### src/serdes_cfg_defines.vh
// Register map, field positions, reset values and codes for the config bank
`ifndef SERDES_CFG_DEFINES_VH
`define SERDES_CFG_DEFINES_VH

// Register addresses on the management register port
`define ADDR_FAST_TAPS 5'h05
`define ADDR_SLOW_LANE_PLL 5'h06
`define ADDR_LANE_CTRL_A 5'h07
`define ADDR_LANE_CTRL_B 5'h08
`define ADDR_LANE_ERR_VIEW 5'h10
`define ADDR_LANE_LOS_VIEW 5'h11
`define ADDR_LANE_STAT_VIEW 5'h12

// Reset values
`define RST_FAST_TAPS 16'h2000
`define RST_SLOW_LANE_PLL 16'h8115
`define RST_LANE_CTRL_A 16'hDD05
`define RST_LANE_CTRL_B 16'h000D
`define RST_SLOW_FACTOR_X2 8'h14

// Fast side register fields
`define FAST_RX_FLIP_BIT 15
`define FAST_TX_FLIP_BIT 14
`define FAST_RSVD_BIT 13
`define POST1_MSB 12
`define POST1_LSB 8
`define PRE_MSB 7
`define PRE_LSB 4
`define POST2_MSB 3
`define POST2_LSB 0

// Slow side register fields
`define BCAST_BIT 15
`define LANE_SEL_MSB 14
`define LANE_SEL_LSB 12
`define LOOP_BW_MSB 9
`define LOOP_BW_LSB 8
`define PLL_EN_BIT 4
`define MULT_MSB 3
`define MULT_LSB 0

// Codes
`define POST1_ZERO_MAG 4'hC
`define LOOP_BW_NO_JC 2'h1
`define LOOP_BW_WITH_JC 2'h2
`define LANE_COUNT 8

`endif

### src/tap_weight_decode.v
// Sign-magnitude transmit tap code to signed count of 2.5 percent steps
`timescale 1ns/1ps
`default_nettype none
module tap_weight_decode #(
  parameter integer W = 4,
  parameter HAS_HOLE = 1'b0,
  parameter [3:0] HOLE_MAG = 4'h0
) (
  // Tap code
  input wire [W-1:0] code,
  // Signed weight in 2.5 percent steps
  output reg signed [5:0] steps
);
  reg [3:0] mag;
  always @* begin
    mag = 4'h0;
    mag[W-2:0] = code[W-2:0];
    if (HAS_HOLE && (mag == HOLE_MAG)) begin
      // This magnitude is a zero weight, not the next step up
      mag = 4'h0;
    end
    if (code[W-1]) begin
      steps = -$signed({2'b00, mag});
    end else begin
      steps = $signed({2'b00, mag});
    end
  end
endmodule
`default_nettype wire

### src/pll_mult_decode.v
// Slow side PLL multiplier code to factor in half units
`timescale 1ns/1ps
`default_nettype none
module pll_mult_decode (
  // Multiplier code
  input wire [3:0] code,
  // Factor times two, and reserved flag
  output reg [7:0] factor_x2,
  output reg reserved
);
  always @* begin
    reserved = 1'b0;
    case (code)
      4'h0: factor_x2 = 8'h08;
      4'h1: factor_x2 = 8'h0A;
      4'h2: factor_x2 = 8'h0C;
      4'h4: factor_x2 = 8'h10;
      4'h5: factor_x2 = 8'h14;
      4'h6: factor_x2 = 8'h18;
      4'h7: factor_x2 = 8'h19;
      4'h8: factor_x2 = 8'h1E;
      4'h9: factor_x2 = 8'h28;
      4'hA: factor_x2 = 8'h32;
      4'hD: factor_x2 = 8'h64;
      4'hE: factor_x2 = 8'h82;
      default: begin
        factor_x2 = 8'h00;
        reserved = 1'b1;
      end
    endcase
  end
endmodule
`default_nettype wire

### src/serdes_tap_and_lane_config_regs.v
// Fast side polarity and tap register, slow side lane and PLL register
//
// Behaviour
// - Bit 15 flips fast receive pair polarity.
// - Bit 14 flips fast transmit pair polarity.
// - Bit 13 reserved read/write, resets to one.
// - Bits 12:8 post-cursor-one weight, reset zero.
// - Post-cursor-one sign-magnitude; code 12 means zero.
// - Bits 3:0 post-cursor-two sign-magnitude weight.
// - Bits 7:4 pre-cursor sign-magnitude weight.
// - Broadcast bit set: lane writes reach all lanes.
// - Broadcast clear: lane writes reach selected lane.
// - Bits 14:12 select lane, reset lane zero.
// - Lane select picks mirrored lane status always.
// - Loop bandwidth code 01 default, 10 external.
// - PLL enable bit, forced off by power-down.
// - Bits 3:0 multiplier code, reset 0101.
// - Reserved bits read/write, reset zero.
// - Multiplier codes map to listed factors.
`timescale 1ns/1ps
`default_nettype none
`include "serdes_cfg_defines.vh"
module serdes_tap_and_lane_config_regs (
  // Clock and reset
  input wire clk_sys,
  input wire rst_b,
  // Management register port
  input wire [4:0] reg_addr,
  input wire reg_wr,
  input wire [15:0] reg_wdata,
  input wire reg_rd,
  output reg [15:0] reg_rdata,
  output reg reg_rd_valid,
  // Power-down controls
  input wire channel_power_down_n,
  input wire global_power_down,
  // Per-lane status from the lanes, lane n in bits 16n+15:16n
  input wire [127:0] lane_error_count,
  input wire [127:0] lane_signal_loss_count,
  input wire [127:0] lane_status_view,
  // Fast side controls
  output reg fast_rx_polarity_flip,
  output reg fast_tx_polarity_flip,
  output reg [4:0] tx_postcursor_one_weight,
  output reg [3:0] tx_precursor_weight,
  output reg [3:0] tx_postcursor_two_weight,
  output reg signed [5:0] postcursor_one_steps,
  output reg signed [5:0] precursor_steps,
  output reg signed [5:0] postcursor_two_steps,
  // Slow side controls
  output reg broadcast_lane_write,
  output reg [2:0] lane_select,
  output reg [1:0] slow_pll_loop_bw,
  output reg slow_pll_loop_bw_reserved,
  output reg slow_pll_enable,
  output reg [3:0] slow_pll_multiplier,
  output reg [7:0] slow_pll_factor_x2,
  output reg slow_pll_multiplier_reserved,
  // Lane-specific register copies, lane n in bits 16n+15:16n
  output wire [127:0] lane_ctrl_a,
  output wire [127:0] lane_ctrl_b
);

  // Stored register images
  reg [15:0] fast_taps;
  reg [15:0] slow_lane_pll;
  reg [15:0] ctrl_a_mem [0:7];
  reg [15:0] ctrl_b_mem [0:7];

  // Mirrored status of the selected lane
  reg [15:0] err_view;
  reg [15:0] los_view;
  reg [15:0] stat_view;

  // Next-value and decode wires
  reg [7:0] lane_wr_mask;
  reg [15:0] next_rdata;
  wire wr_fast;
  wire wr_slow;
  wire wr_ctrl_a;
  wire wr_ctrl_b;
  wire [2:0] cur_sel;
  wire cur_bcast;
  wire signed [5:0] dec_post1;
  wire signed [5:0] dec_pre;
  wire signed [5:0] dec_post2;
  wire [7:0] dec_factor;
  wire dec_mult_rsvd;
  integer i;
  wire [1:0] cur_loop_bw;
  wire [3:0] cur_mult;
  wire cur_pll_en;
  wire pll_forced_off;
  wire bw_code_reserved;

  // Reset images; field outputs other than slow_pll_enable, which resets to zero, take their reset values
  // from these; decoded outputs reset to constants, so both agree with register read-back out of reset
  localparam [15:0] FAST_RST = `RST_FAST_TAPS;
  localparam [15:0] SLOW_RST = `RST_SLOW_LANE_PLL;

  // Lane mask from the broadcast bit and lane select: all ones, or one-hot on the selected lane
  function [7:0] lane_mask;
    input bcast;
    input [2:0] sel;
    begin
      if (bcast) begin
        lane_mask = 8'hFF;
      end else begin
        lane_mask = 8'h01 << sel;
      end
    end
  endfunction

  // Picks one 16-bit lane slice out of a 128-bit bundle
  function [15:0] lane_slice;
    input [127:0] bundle;
    input [2:0] sel;
    begin
      lane_slice = bundle[{sel, 4'h0} +: 16];
    end
  endfunction

  // Write strobe qualified by one register address
  function wr_hit;
    input wr;
    input [4:0] addr;
    input [4:0] target;
    begin
      wr_hit = wr && (addr == target);
    end
  endfunction

  // Loop bandwidth codes other than the two defined ones
  function bw_reserved;
    input [1:0] code;
    begin
      bw_reserved = (code != `LOOP_BW_NO_JC) && (code != `LOOP_BW_WITH_JC);
    end
  endfunction

  assign wr_fast = wr_hit(reg_wr, reg_addr, `ADDR_FAST_TAPS);
  assign wr_slow = wr_hit(reg_wr, reg_addr, `ADDR_SLOW_LANE_PLL);
  assign wr_ctrl_a = wr_hit(reg_wr, reg_addr, `ADDR_LANE_CTRL_A);
  assign wr_ctrl_b = wr_hit(reg_wr, reg_addr, `ADDR_LANE_CTRL_B);

  assign cur_sel = slow_lane_pll[`LANE_SEL_MSB:`LANE_SEL_LSB];
  assign cur_bcast = slow_lane_pll[`BCAST_BIT];
  assign cur_loop_bw = slow_lane_pll[`LOOP_BW_MSB:`LOOP_BW_LSB];
  assign cur_mult = slow_lane_pll[`MULT_MSB:`MULT_LSB];
  assign cur_pll_en = slow_lane_pll[`PLL_EN_BIT];
  assign bw_code_reserved = bw_reserved(cur_loop_bw);

  // Either power-down control shuts the PLL; the stored enable bit is
  // left alone so the PLL comes back by itself once power-down lifts
  assign pll_forced_off = !channel_power_down_n || global_power_down;

  // Lane-specific write steering
  // Mask comes from the stored select, never from the write data
  always @* begin
    lane_wr_mask = lane_mask(cur_bcast, cur_sel);
  end

  // Fast side register, all sixteen bits read/write
  // Bit 13 is stored like the rest; software is expected to keep it set
  always @(posedge clk_sys or negedge rst_b) begin
    if (!rst_b) begin
      fast_taps <= `RST_FAST_TAPS;
    end else if (wr_fast) begin
      fast_taps <= reg_wdata;
    end
  end

  // Slow side register; reserved bits are kept as written
  always @(posedge clk_sys or negedge rst_b) begin
    if (!rst_b) begin
      slow_lane_pll <= `RST_SLOW_LANE_PLL;
    end else if (wr_slow) begin
      slow_lane_pll <= reg_wdata;
    end
  end

  // Per-lane copies; a lane changes only when its mask bit is set
  always @(posedge clk_sys or negedge rst_b) begin
    if (!rst_b) begin
      // Every lane copy starts from the same reset image
      for (i = 0; i < `LANE_COUNT; i = i + 1) begin
        ctrl_a_mem[i] <= `RST_LANE_CTRL_A;
        ctrl_b_mem[i] <= `RST_LANE_CTRL_B;
      end
    end else begin
      // Idle lanes keep their settings through a write aimed elsewhere
      for (i = 0; i < `LANE_COUNT; i = i + 1) begin
        if (wr_ctrl_a && lane_wr_mask[i]) begin
          ctrl_a_mem[i] <= reg_wdata;
        end
        if (wr_ctrl_b && lane_wr_mask[i]) begin
          ctrl_b_mem[i] <= reg_wdata;
        end
      end
    end
  end

  // Lane copies leave straight from their flip-flops
  genvar g;
  generate
    for (g = 0; g < `LANE_COUNT; g = g + 1) begin : lane_out
      assign lane_ctrl_a[16*g +: 16] = ctrl_a_mem[g];
      assign lane_ctrl_b[16*g +: 16] = ctrl_b_mem[g];
    end
  endgenerate

  // Status mirror follows lane select whatever the broadcast bit says.
  // Registered so a status read never sees a half-switched lane.
  always @(posedge clk_sys or negedge rst_b) begin
    if (!rst_b) begin
      err_view <= 16'h0000;
      los_view <= 16'h0000;
      stat_view <= 16'h0000;
    end else begin
      err_view <= lane_slice(lane_error_count, cur_sel);
      los_view <= lane_slice(lane_signal_loss_count, cur_sel);
      stat_view <= lane_slice(lane_status_view, cur_sel);
    end
  end

  // Tap decoders
  // Combinational decode; the registered outputs below absorb its delay
  tap_weight_decode #(
    .W(5),
    .HAS_HOLE(1'b1),
    .HOLE_MAG(`POST1_ZERO_MAG)
  ) u_post1 (
    .code(fast_taps[`POST1_MSB:`POST1_LSB]),
    .steps(dec_post1)
  );

  tap_weight_decode #(
    .W(4),
    .HAS_HOLE(1'b0),
    .HOLE_MAG(4'h0)
  ) u_pre (
    .code(fast_taps[`PRE_MSB:`PRE_LSB]),
    .steps(dec_pre)
  );

  tap_weight_decode #(
    .W(4),
    .HAS_HOLE(1'b0),
    .HOLE_MAG(4'h0)
  ) u_post2 (
    .code(fast_taps[`POST2_MSB:`POST2_LSB]),
    .steps(dec_post2)
  );

  pll_mult_decode u_mult (
    .code(slow_lane_pll[`MULT_MSB:`MULT_LSB]),
    .factor_x2(dec_factor),
    .reserved(dec_mult_rsvd)
  );

  // Fast side outputs, one cycle behind the register image
  // Codes leave as stored; the steps outputs carry their decoded weight
  always @(posedge clk_sys or negedge rst_b) begin
    if (!rst_b) begin
      fast_rx_polarity_flip <= FAST_RST[`FAST_RX_FLIP_BIT];
      fast_tx_polarity_flip <= FAST_RST[`FAST_TX_FLIP_BIT];
      tx_postcursor_one_weight <= FAST_RST[`POST1_MSB:`POST1_LSB];
      tx_precursor_weight <= FAST_RST[`PRE_MSB:`PRE_LSB];
      tx_postcursor_two_weight <= FAST_RST[`POST2_MSB:`POST2_LSB];
      postcursor_one_steps <= 6'sh00;
      precursor_steps <= 6'sh00;
      postcursor_two_steps <= 6'sh00;
    end else begin
      fast_rx_polarity_flip <= fast_taps[`FAST_RX_FLIP_BIT];
      fast_tx_polarity_flip <= fast_taps[`FAST_TX_FLIP_BIT];
      tx_postcursor_one_weight <= fast_taps[`POST1_MSB:`POST1_LSB];
      tx_precursor_weight <= fast_taps[`PRE_MSB:`PRE_LSB];
      tx_postcursor_two_weight <= fast_taps[`POST2_MSB:`POST2_LSB];
      postcursor_one_steps <= dec_post1;
      precursor_steps <= dec_pre;
      postcursor_two_steps <= dec_post2;
    end
  end

  // Slow side outputs
  always @(posedge clk_sys or negedge rst_b) begin
    if (!rst_b) begin
      broadcast_lane_write <= SLOW_RST[`BCAST_BIT];
      lane_select <= SLOW_RST[`LANE_SEL_MSB:`LANE_SEL_LSB];
      slow_pll_loop_bw <= SLOW_RST[`LOOP_BW_MSB:`LOOP_BW_LSB];
      slow_pll_loop_bw_reserved <= 1'b0;
      // Held off in reset; the PLL starts on the first edge after release unless power-down is asserted
      slow_pll_enable <= 1'b0;
      slow_pll_multiplier <= SLOW_RST[`MULT_MSB:`MULT_LSB];
      slow_pll_factor_x2 <= `RST_SLOW_FACTOR_X2;
      slow_pll_multiplier_reserved <= 1'b0;
    end else begin
      broadcast_lane_write <= cur_bcast;
      lane_select <= cur_sel;
      slow_pll_loop_bw <= cur_loop_bw;
      slow_pll_loop_bw_reserved <= bw_code_reserved;
      // Power-down overrides the stored enable without touching it
      slow_pll_enable <= cur_pll_en && !pll_forced_off;
      slow_pll_multiplier <= cur_mult;
      // Reserved multiplier codes are stored and flagged, never remapped
      slow_pll_factor_x2 <= dec_factor;
      slow_pll_multiplier_reserved <= dec_mult_rsvd;
    end
  end

  // Read mux; lane registers show the selected lane's copy
  // Unmapped addresses read as zero; nothing is flagged
  always @* begin
    case (reg_addr)
      `ADDR_FAST_TAPS: next_rdata = fast_taps;
      `ADDR_SLOW_LANE_PLL: next_rdata = slow_lane_pll;
      `ADDR_LANE_CTRL_A: next_rdata = ctrl_a_mem[cur_sel];
      `ADDR_LANE_CTRL_B: next_rdata = ctrl_b_mem[cur_sel];
      `ADDR_LANE_ERR_VIEW: next_rdata = err_view;
      `ADDR_LANE_LOS_VIEW: next_rdata = los_view;
      `ADDR_LANE_STAT_VIEW: next_rdata = stat_view;
      default: next_rdata = 16'h0000;
    endcase
  end

  // Read data held until the next read
  // A read in the cycle of a write to the same register returns the old
  // value, since the image only changes on that same edge
  always @(posedge clk_sys or negedge rst_b) begin
    if (!rst_b) begin
      reg_rdata <= 16'h0000;
      reg_rd_valid <= 1'b0;
    end else begin
      reg_rd_valid <= reg_rd;
      if (reg_rd) begin
        reg_rdata <= next_rdata;
      end
    end
  end

endmodule
`default_nettype wire

### config.mk
export PLATFORM = sky130hd
export DESIGN_NAME = serdes_tap_and_lane_config_regs
export DESIGN_NICKNAME = d
export VERILOG_FILES = /design/src/tap_weight_decode.v /design/src/pll_mult_decode.v /design/src/serdes_tap_and_lane_config_regs.v
export VERILOG_INCLUDE_DIRS = /design/src
export SDC_FILE = /design/constraint.sdc
export NUM_CORES = 1
export LEC_CHECK = 0
export BUFFER_PORTS_ARGS = -buffer_cell sky130_fd_sc_hd__buf_2
export CAP_MARGIN = 5
export CELL_PAD_IN_SITES_DETAIL_PLACEMENT = 0
export CELL_PAD_IN_SITES_GLOBAL_PLACEMENT = 1
export CORE_AREA = 2 2 290 292
export CTS_CLUSTER_DIAMETER = 80
export DETAILED_ROUTE_END_ITERATION = 10
export DIE_AREA = 0 0 292 294
export PLACE_DENSITY_LB_ADDON = 0.12
export SLEW_MARGIN = 15
export SYNTH_ARGS = -nofsm -noshare
export SYNTH_HDL_FRONTEND = slang
export SYNTH_SLANG_ARGS = --single-unit
### constraint.sdc
create_clock -name clk_sys -period 2.32 [get_ports clk_sys]
set_clock_uncertainty 0.2 [all_clocks]
set_input_delay 0 -clock clk_sys [delete_from_list [all_inputs] [get_ports clk_sys]]
set_output_delay 0 -clock clk_sys [all_outputs]
set_load 0.02 [all_outputs]
# Word level (Yosys, flattened, before mapping)
# Index checks and enable logic that the tools add are counted.
# word_totals
output_inout_bits	327
reg_bits	407
inputBits	411
latchBits	0
ramBits	0
n_memories	0
romBits	0
# classes
bitwise	1
mul	0
n_addsub	3
n_reduce_logical	27
div	0
order_cmp	1
mux	14
n_eq_ne	21
shift	4
# op_table
cell	count
$shiftx 128x8->16	3
$pmux 16 s7	1
$bmux 16 s3	2
$pmux 8 s12	1
$mux 16	4
$eq 4x4->1 const B	6
$logic_and 1x1->1	22
$mux 6	3
$eq 4x3->1 const B	4
$eq 5x3->1 const B	3
$eq 5x5->1 const B	3
$neg 3->6	2
$reduce_or 12->1	1
$mux 8	1
$shl 1x3->8 const A	1
$neg 4->6	1
$eq 5x4->1 const B	1
$eq 4x1->1 const B	1
$eq 4x2->1 const B	1
$ge 4x4->1 const B	1
$logic_not 4->1	1
$mux 4	1
$not 3->4	1
$logic_not 1->1	2
4 further kinds	4

# Longest topological paths before layout
# depth
word_depth	5
depth_mapped	9
mapped_depth_nobuf	5

# Hierarchy
# Synthesis repeated with hierarchy kept, for this count alone.
# unflattened
hier_cells	1357
hier_area_um2	20453.4
# modules_own_cells
mod	seq_area_each_um2	cells_per_inst	area_each_um2	n_inst
serdes_tap_and_lane_config_regs	10309.9	1293	20009.2	1
tap_weight_decode at u_post2 ...	0.0	11	88.8	2
pll_mult_decode	0.0	23	136.4	1
tap_weight_decode at u_post1	0.0	19	130.1	1

# Worst setup path before layout
# Ideal clock, no wire load.
# synth_path
path_type	register to register
from	reg slow_lane_pll[12]
to	reg err_view[10]
path_slack_ns	0.237
stages_incl_launch_ff	6
t_arrival_ns	1.758
path_buffers	3
cell_sequence	dfrtp_1 -> buf_2 -> buf_4 -> buf_2 -> mux4_2 -> mux2_2
# synth_between
elab_chain_len	1
# synth_rtl
element	line_no	source
start: declaration	serdes_tap_and_lane_config_regs.v:66	reg [15:0] slow_lane_pll;
start signal: assignment	serdes_tap_and_lane_config_regs.v:176	slow_lane_pll <= `RST_SLOW_LANE_PLL;
start signal: assignment	serdes_tap_and_lane_config_regs.v:178	slow_lane_pll <= reg_wdata;
$shiftx 128x8->16	serdes_tap_and_lane_config_regs.v:119	lane_slice = bundle[{sel, 4'h0} +: 16];
end signal: assignment	serdes_tap_and_lane_config_regs.v:220	err_view <= lane_slice(lane_error_count, cur_sel);
end: declaration	serdes_tap_and_lane_config_regs.v:71	reg [15:0] err_view;
# No other way between the ends.
# A chain may end at the register's enable or synchronous reset.

# Final worst setup path
# layout_path
from	reg slow_lane_pll[12]
to	reg reg_rdata[9]
# layout_between
elab_chain_len	5
elab_cells_between_ends	8
# layout_rtl
element	line_no	source
$not 3->4 (implied by the code) *	serdes_tap_and_lane_config_regs.v:317, serdes_tap_and_lane_config_regs.v:318	
$bmux 16 s3 (on tied branches)	serdes_tap_and_lane_config_regs.v:318, serdes_tap_and_lane_config_regs.v:317	
$mux 16 (on tied branches) (2 in series)	serdes_tap_and_lane_config_regs.v:318, serdes_tap_and_lane_config_regs.v:317	
$pmux 16 s7 *	serdes_tap_and_lane_config_regs.v:314	case (reg_addr)
end signal: assignment	serdes_tap_and_lane_config_regs.v:336	reg_rdata <= next_rdata;
end: declaration	serdes_tap_and_lane_config_regs.v:32	output reg [15:0] reg_rdata,
# Mark *: on every way between the ends. The rest lies on a longest branch, timed or not. The select of a mux whose other input is x is not followed.

==> metrics.txt <==
Pleak 0.0155 µW; drt wl/cell 28.9 µm; synth unique cells 64; xor/xnor share of the synthesized area 0.128%; crit share post-route 97.5%; status completed; Avg Cell Area, Syn 15.2 µm²; Total Routed Length 108 mm; Pwr Density 788 nW/µm²; grt ovf 0; clock power share 32.8%; H-tree Lvls 2; share of layout cells above drive strength 1 60.4%; crit path time final 2260 ps; Setup crit end kind register; Worst Path Max Fanout 14; DRC 0; Num CTS Buffers 53; Post-synth EDFFs 0; Worst-path clk slew 60 ps; Finished Cell Area 32600 µm²; drt pass-1 iters 5; YS warnings 0; antenna violations before repair 37; largest net degree at the start of global routing 62; post-synthesis compound-gate area fraction 5.22%; Fmax achieved 442 MHz; routability cong. 0.846; Die X 292 µm; Worst Tran Pin Value 1110 ps; Hold Vio Cnt, Final 0; VDD IR max 0.558 mV; num ports 738; die area 85800 µm²; Detailed Place HPWL 80.2 mm; Worst-Skew Late Latency 600 ps; NetSw 8410 µW; final setup violation count 0; Area growth syn-to-layout 59.5%; Rel. slew slack 26.3%; Port Buffers 737; part of the Yosys area used for sequential elements 49.9%; Die H 294 µm; top cell type's share of synthesized area 37.0%; root buf cell clkbuf_16; Cell Rows 106; antenna viol nets, final 0; sw frac 32.7%; CTS tree built; placed cell area 26400 µm²; first-pass GRT wire length 147 mm; Worst EP required 2550 ps; mux contribution to synthesized area 36.8%; GRT Overall Usage 24.1%; Setup CP Type reg -> reg; RSZ-0062 raised after global routing yes; clock sinks 403; fin. max-slew vios 0; Post-Synth Simple-Gate Area 4.08%; post-synth top area cell dfrtp_1; top_reg_cell synth dfrtp_1; vias in the first global route 19200; CP arrival 2500 ps; Post-Synth Adder-Cell Area 0.306%; largest family of logic cells by synthesized area multiplexers; Internal 17300 µW; Comb power frac 30.4%; Mapped Cells 1346; Seq cells post-synth 403; Worst Hold Class in -> async; Initial Util 24.7%; clock tree buffer depth 3; vias 17900; CORE AREA 82900 µm²; synth cell count leaders 303 x dfrtp_1, 298 x mux2_2, 126 x mux4_2, 100 x dfstp_2, 73 x mux2i_1; max capacitance violation total 0; via/cell ratio 4.82; Post-Syn Area 20500 µm²; ys async rst share 100%; nets 2999; critical path startpoint category register; DRT iter0 DRCs 1174; sequential share of power 36.8%; Net Count, Synth 1762; most common cell in the netlist dfrtp_1; Synth area leaders dfrtp_1 37%, mux2_2 16%, mux4_2 14%; Final Util 39.4%
[cell type report]
| type | count | area, µm² |
|---|---|---|
| fill | 7953 | 50200 |
| sequential | 403 | 10200 |
| multi-input combinational | 814 | 9620 |
| timing repair buffer | 1298 | 9580 |
| clock buffer | 84 | 1630 |
| tap | 1080 | 1350 |
| clock inverter | 15 | 169 |
| inverter | 13 | 48.8 |
| antenna | 13 | 32.5 |
[layout by cell type (no fill, tap or decap), types with 15 or more instances in the layout]
master / instances
mux4_2: 126
clkbuf_16: 58
mux2i_1: 71
buf_12: 44
dfstp_2: 100
buf_4: 98
nand2b_1: 20
and3_1: 21
clkbuf_1: 16
nand2_1: 15
a22oi_1: 45
buf_2: 736
mux2_2: 297
dfrtp_1: 300
mux2_4: 41
dlygate4sd3_1: 412
[kinds of logic after synthesis]
| group | after synthesis |
|---|---|
| fa+ha+maj | 5 |
| mux | 538 |
| flops | 403 |
| simple gates | 130 |
| buf+inv | 129 |
| xor+xnor | 3 |
| compound gates | 138 |
[state kept, by name (all words and copies together), names as in the netlist, 6 cells and up]
signal	cells
err_view	16
fast_taps	16
lane_ctrl_a	128
lane_ctrl_b	128
los_view	16
postcursor_one_steps	6
reg_rdata	16
slow_lane_pll	16
slow_pll_factor_x2	8
stat_view	16
[power groups by stage]
stage / Clock, µW / Sequential, µW / Combinational [µW]
after floorplan: 0 / 9850 / 3350
after global placement: 0 / 9620 / 7010
after detailed placement: 0 / 9590 / 7060
after CTS: 8690 / 9480 / 7750
after global routing: 9040 / 9590 / 8300
final: 8440 / 9460 / 7820
[metal layers]
metal	global-route usage, %	wire, µm	vias up
met1	33.4	47700	9287
met2	36.7	48600	776
met3	7.21	8610	182
met5	0	174	-
met4	6.05	2470	26
li1	-	-	7671
[critical path, cell delays in order, from the launching register on]
cell	delay (ps)
dfrtp_4	500
buf_12	200
mux4_2	510
and3_1	200
a21oi_2	220
buf_4	160
a32oi_1	90
[stage by stage]
| step | total power [µW] | setup TNS [ps] | hold WS, ps | std cells | worst slack [ps] |
|---|---|---|---|---|---|
| after floorplan | 13200 | 0 | -496 | 1346 | 237 |
| after global placement | 16600 | -1060 | -162 | 3178 | -187 |
| after detailed placement | 16700 | -1080 | -154 | 3178 | -194 |
| after CTS | 25900 | 0 | 2.74 | 3692 | 5.81 |
| after global routing | 26900 | -22.9 | 40.6 | 3711 | -13.2 |
| final | 25700 | 0 | 29.2 | 3720 | 57.8 |
[path summary, 6_finish.rpt]
path | from | to | slack [ps] | depth (start not counted)
min reg2reg | slow_lane_pll[8] | slow_pll_loop_bw[0] | 190 | 0
min | rst_b | lane_ctrl_a[32] | 30 | 2
min in group clk_sys | reg_addr[4] | fast_taps[0] | 50 | 6
max | slow_lane_pll[12] | reg_rdata[9] | 60 | 6
max reg2reg | slow_lane_pll[12] | reg_rdata[9] | 60 | 6
max in group asynchronous | rst_b | lane_ctrl_b[104] | 1390 | 3
[repair_timing]
item,CTS,global route
pin swaps,0,2
gates resized for setup,11,10
hold endpoints to repair,728,0
hold buffers,413,0
cloned,0,2
endpoints found under the setup margin,10,19
setup buffers,2,13
Note: power is estimated with default switching activity, not from simulation.
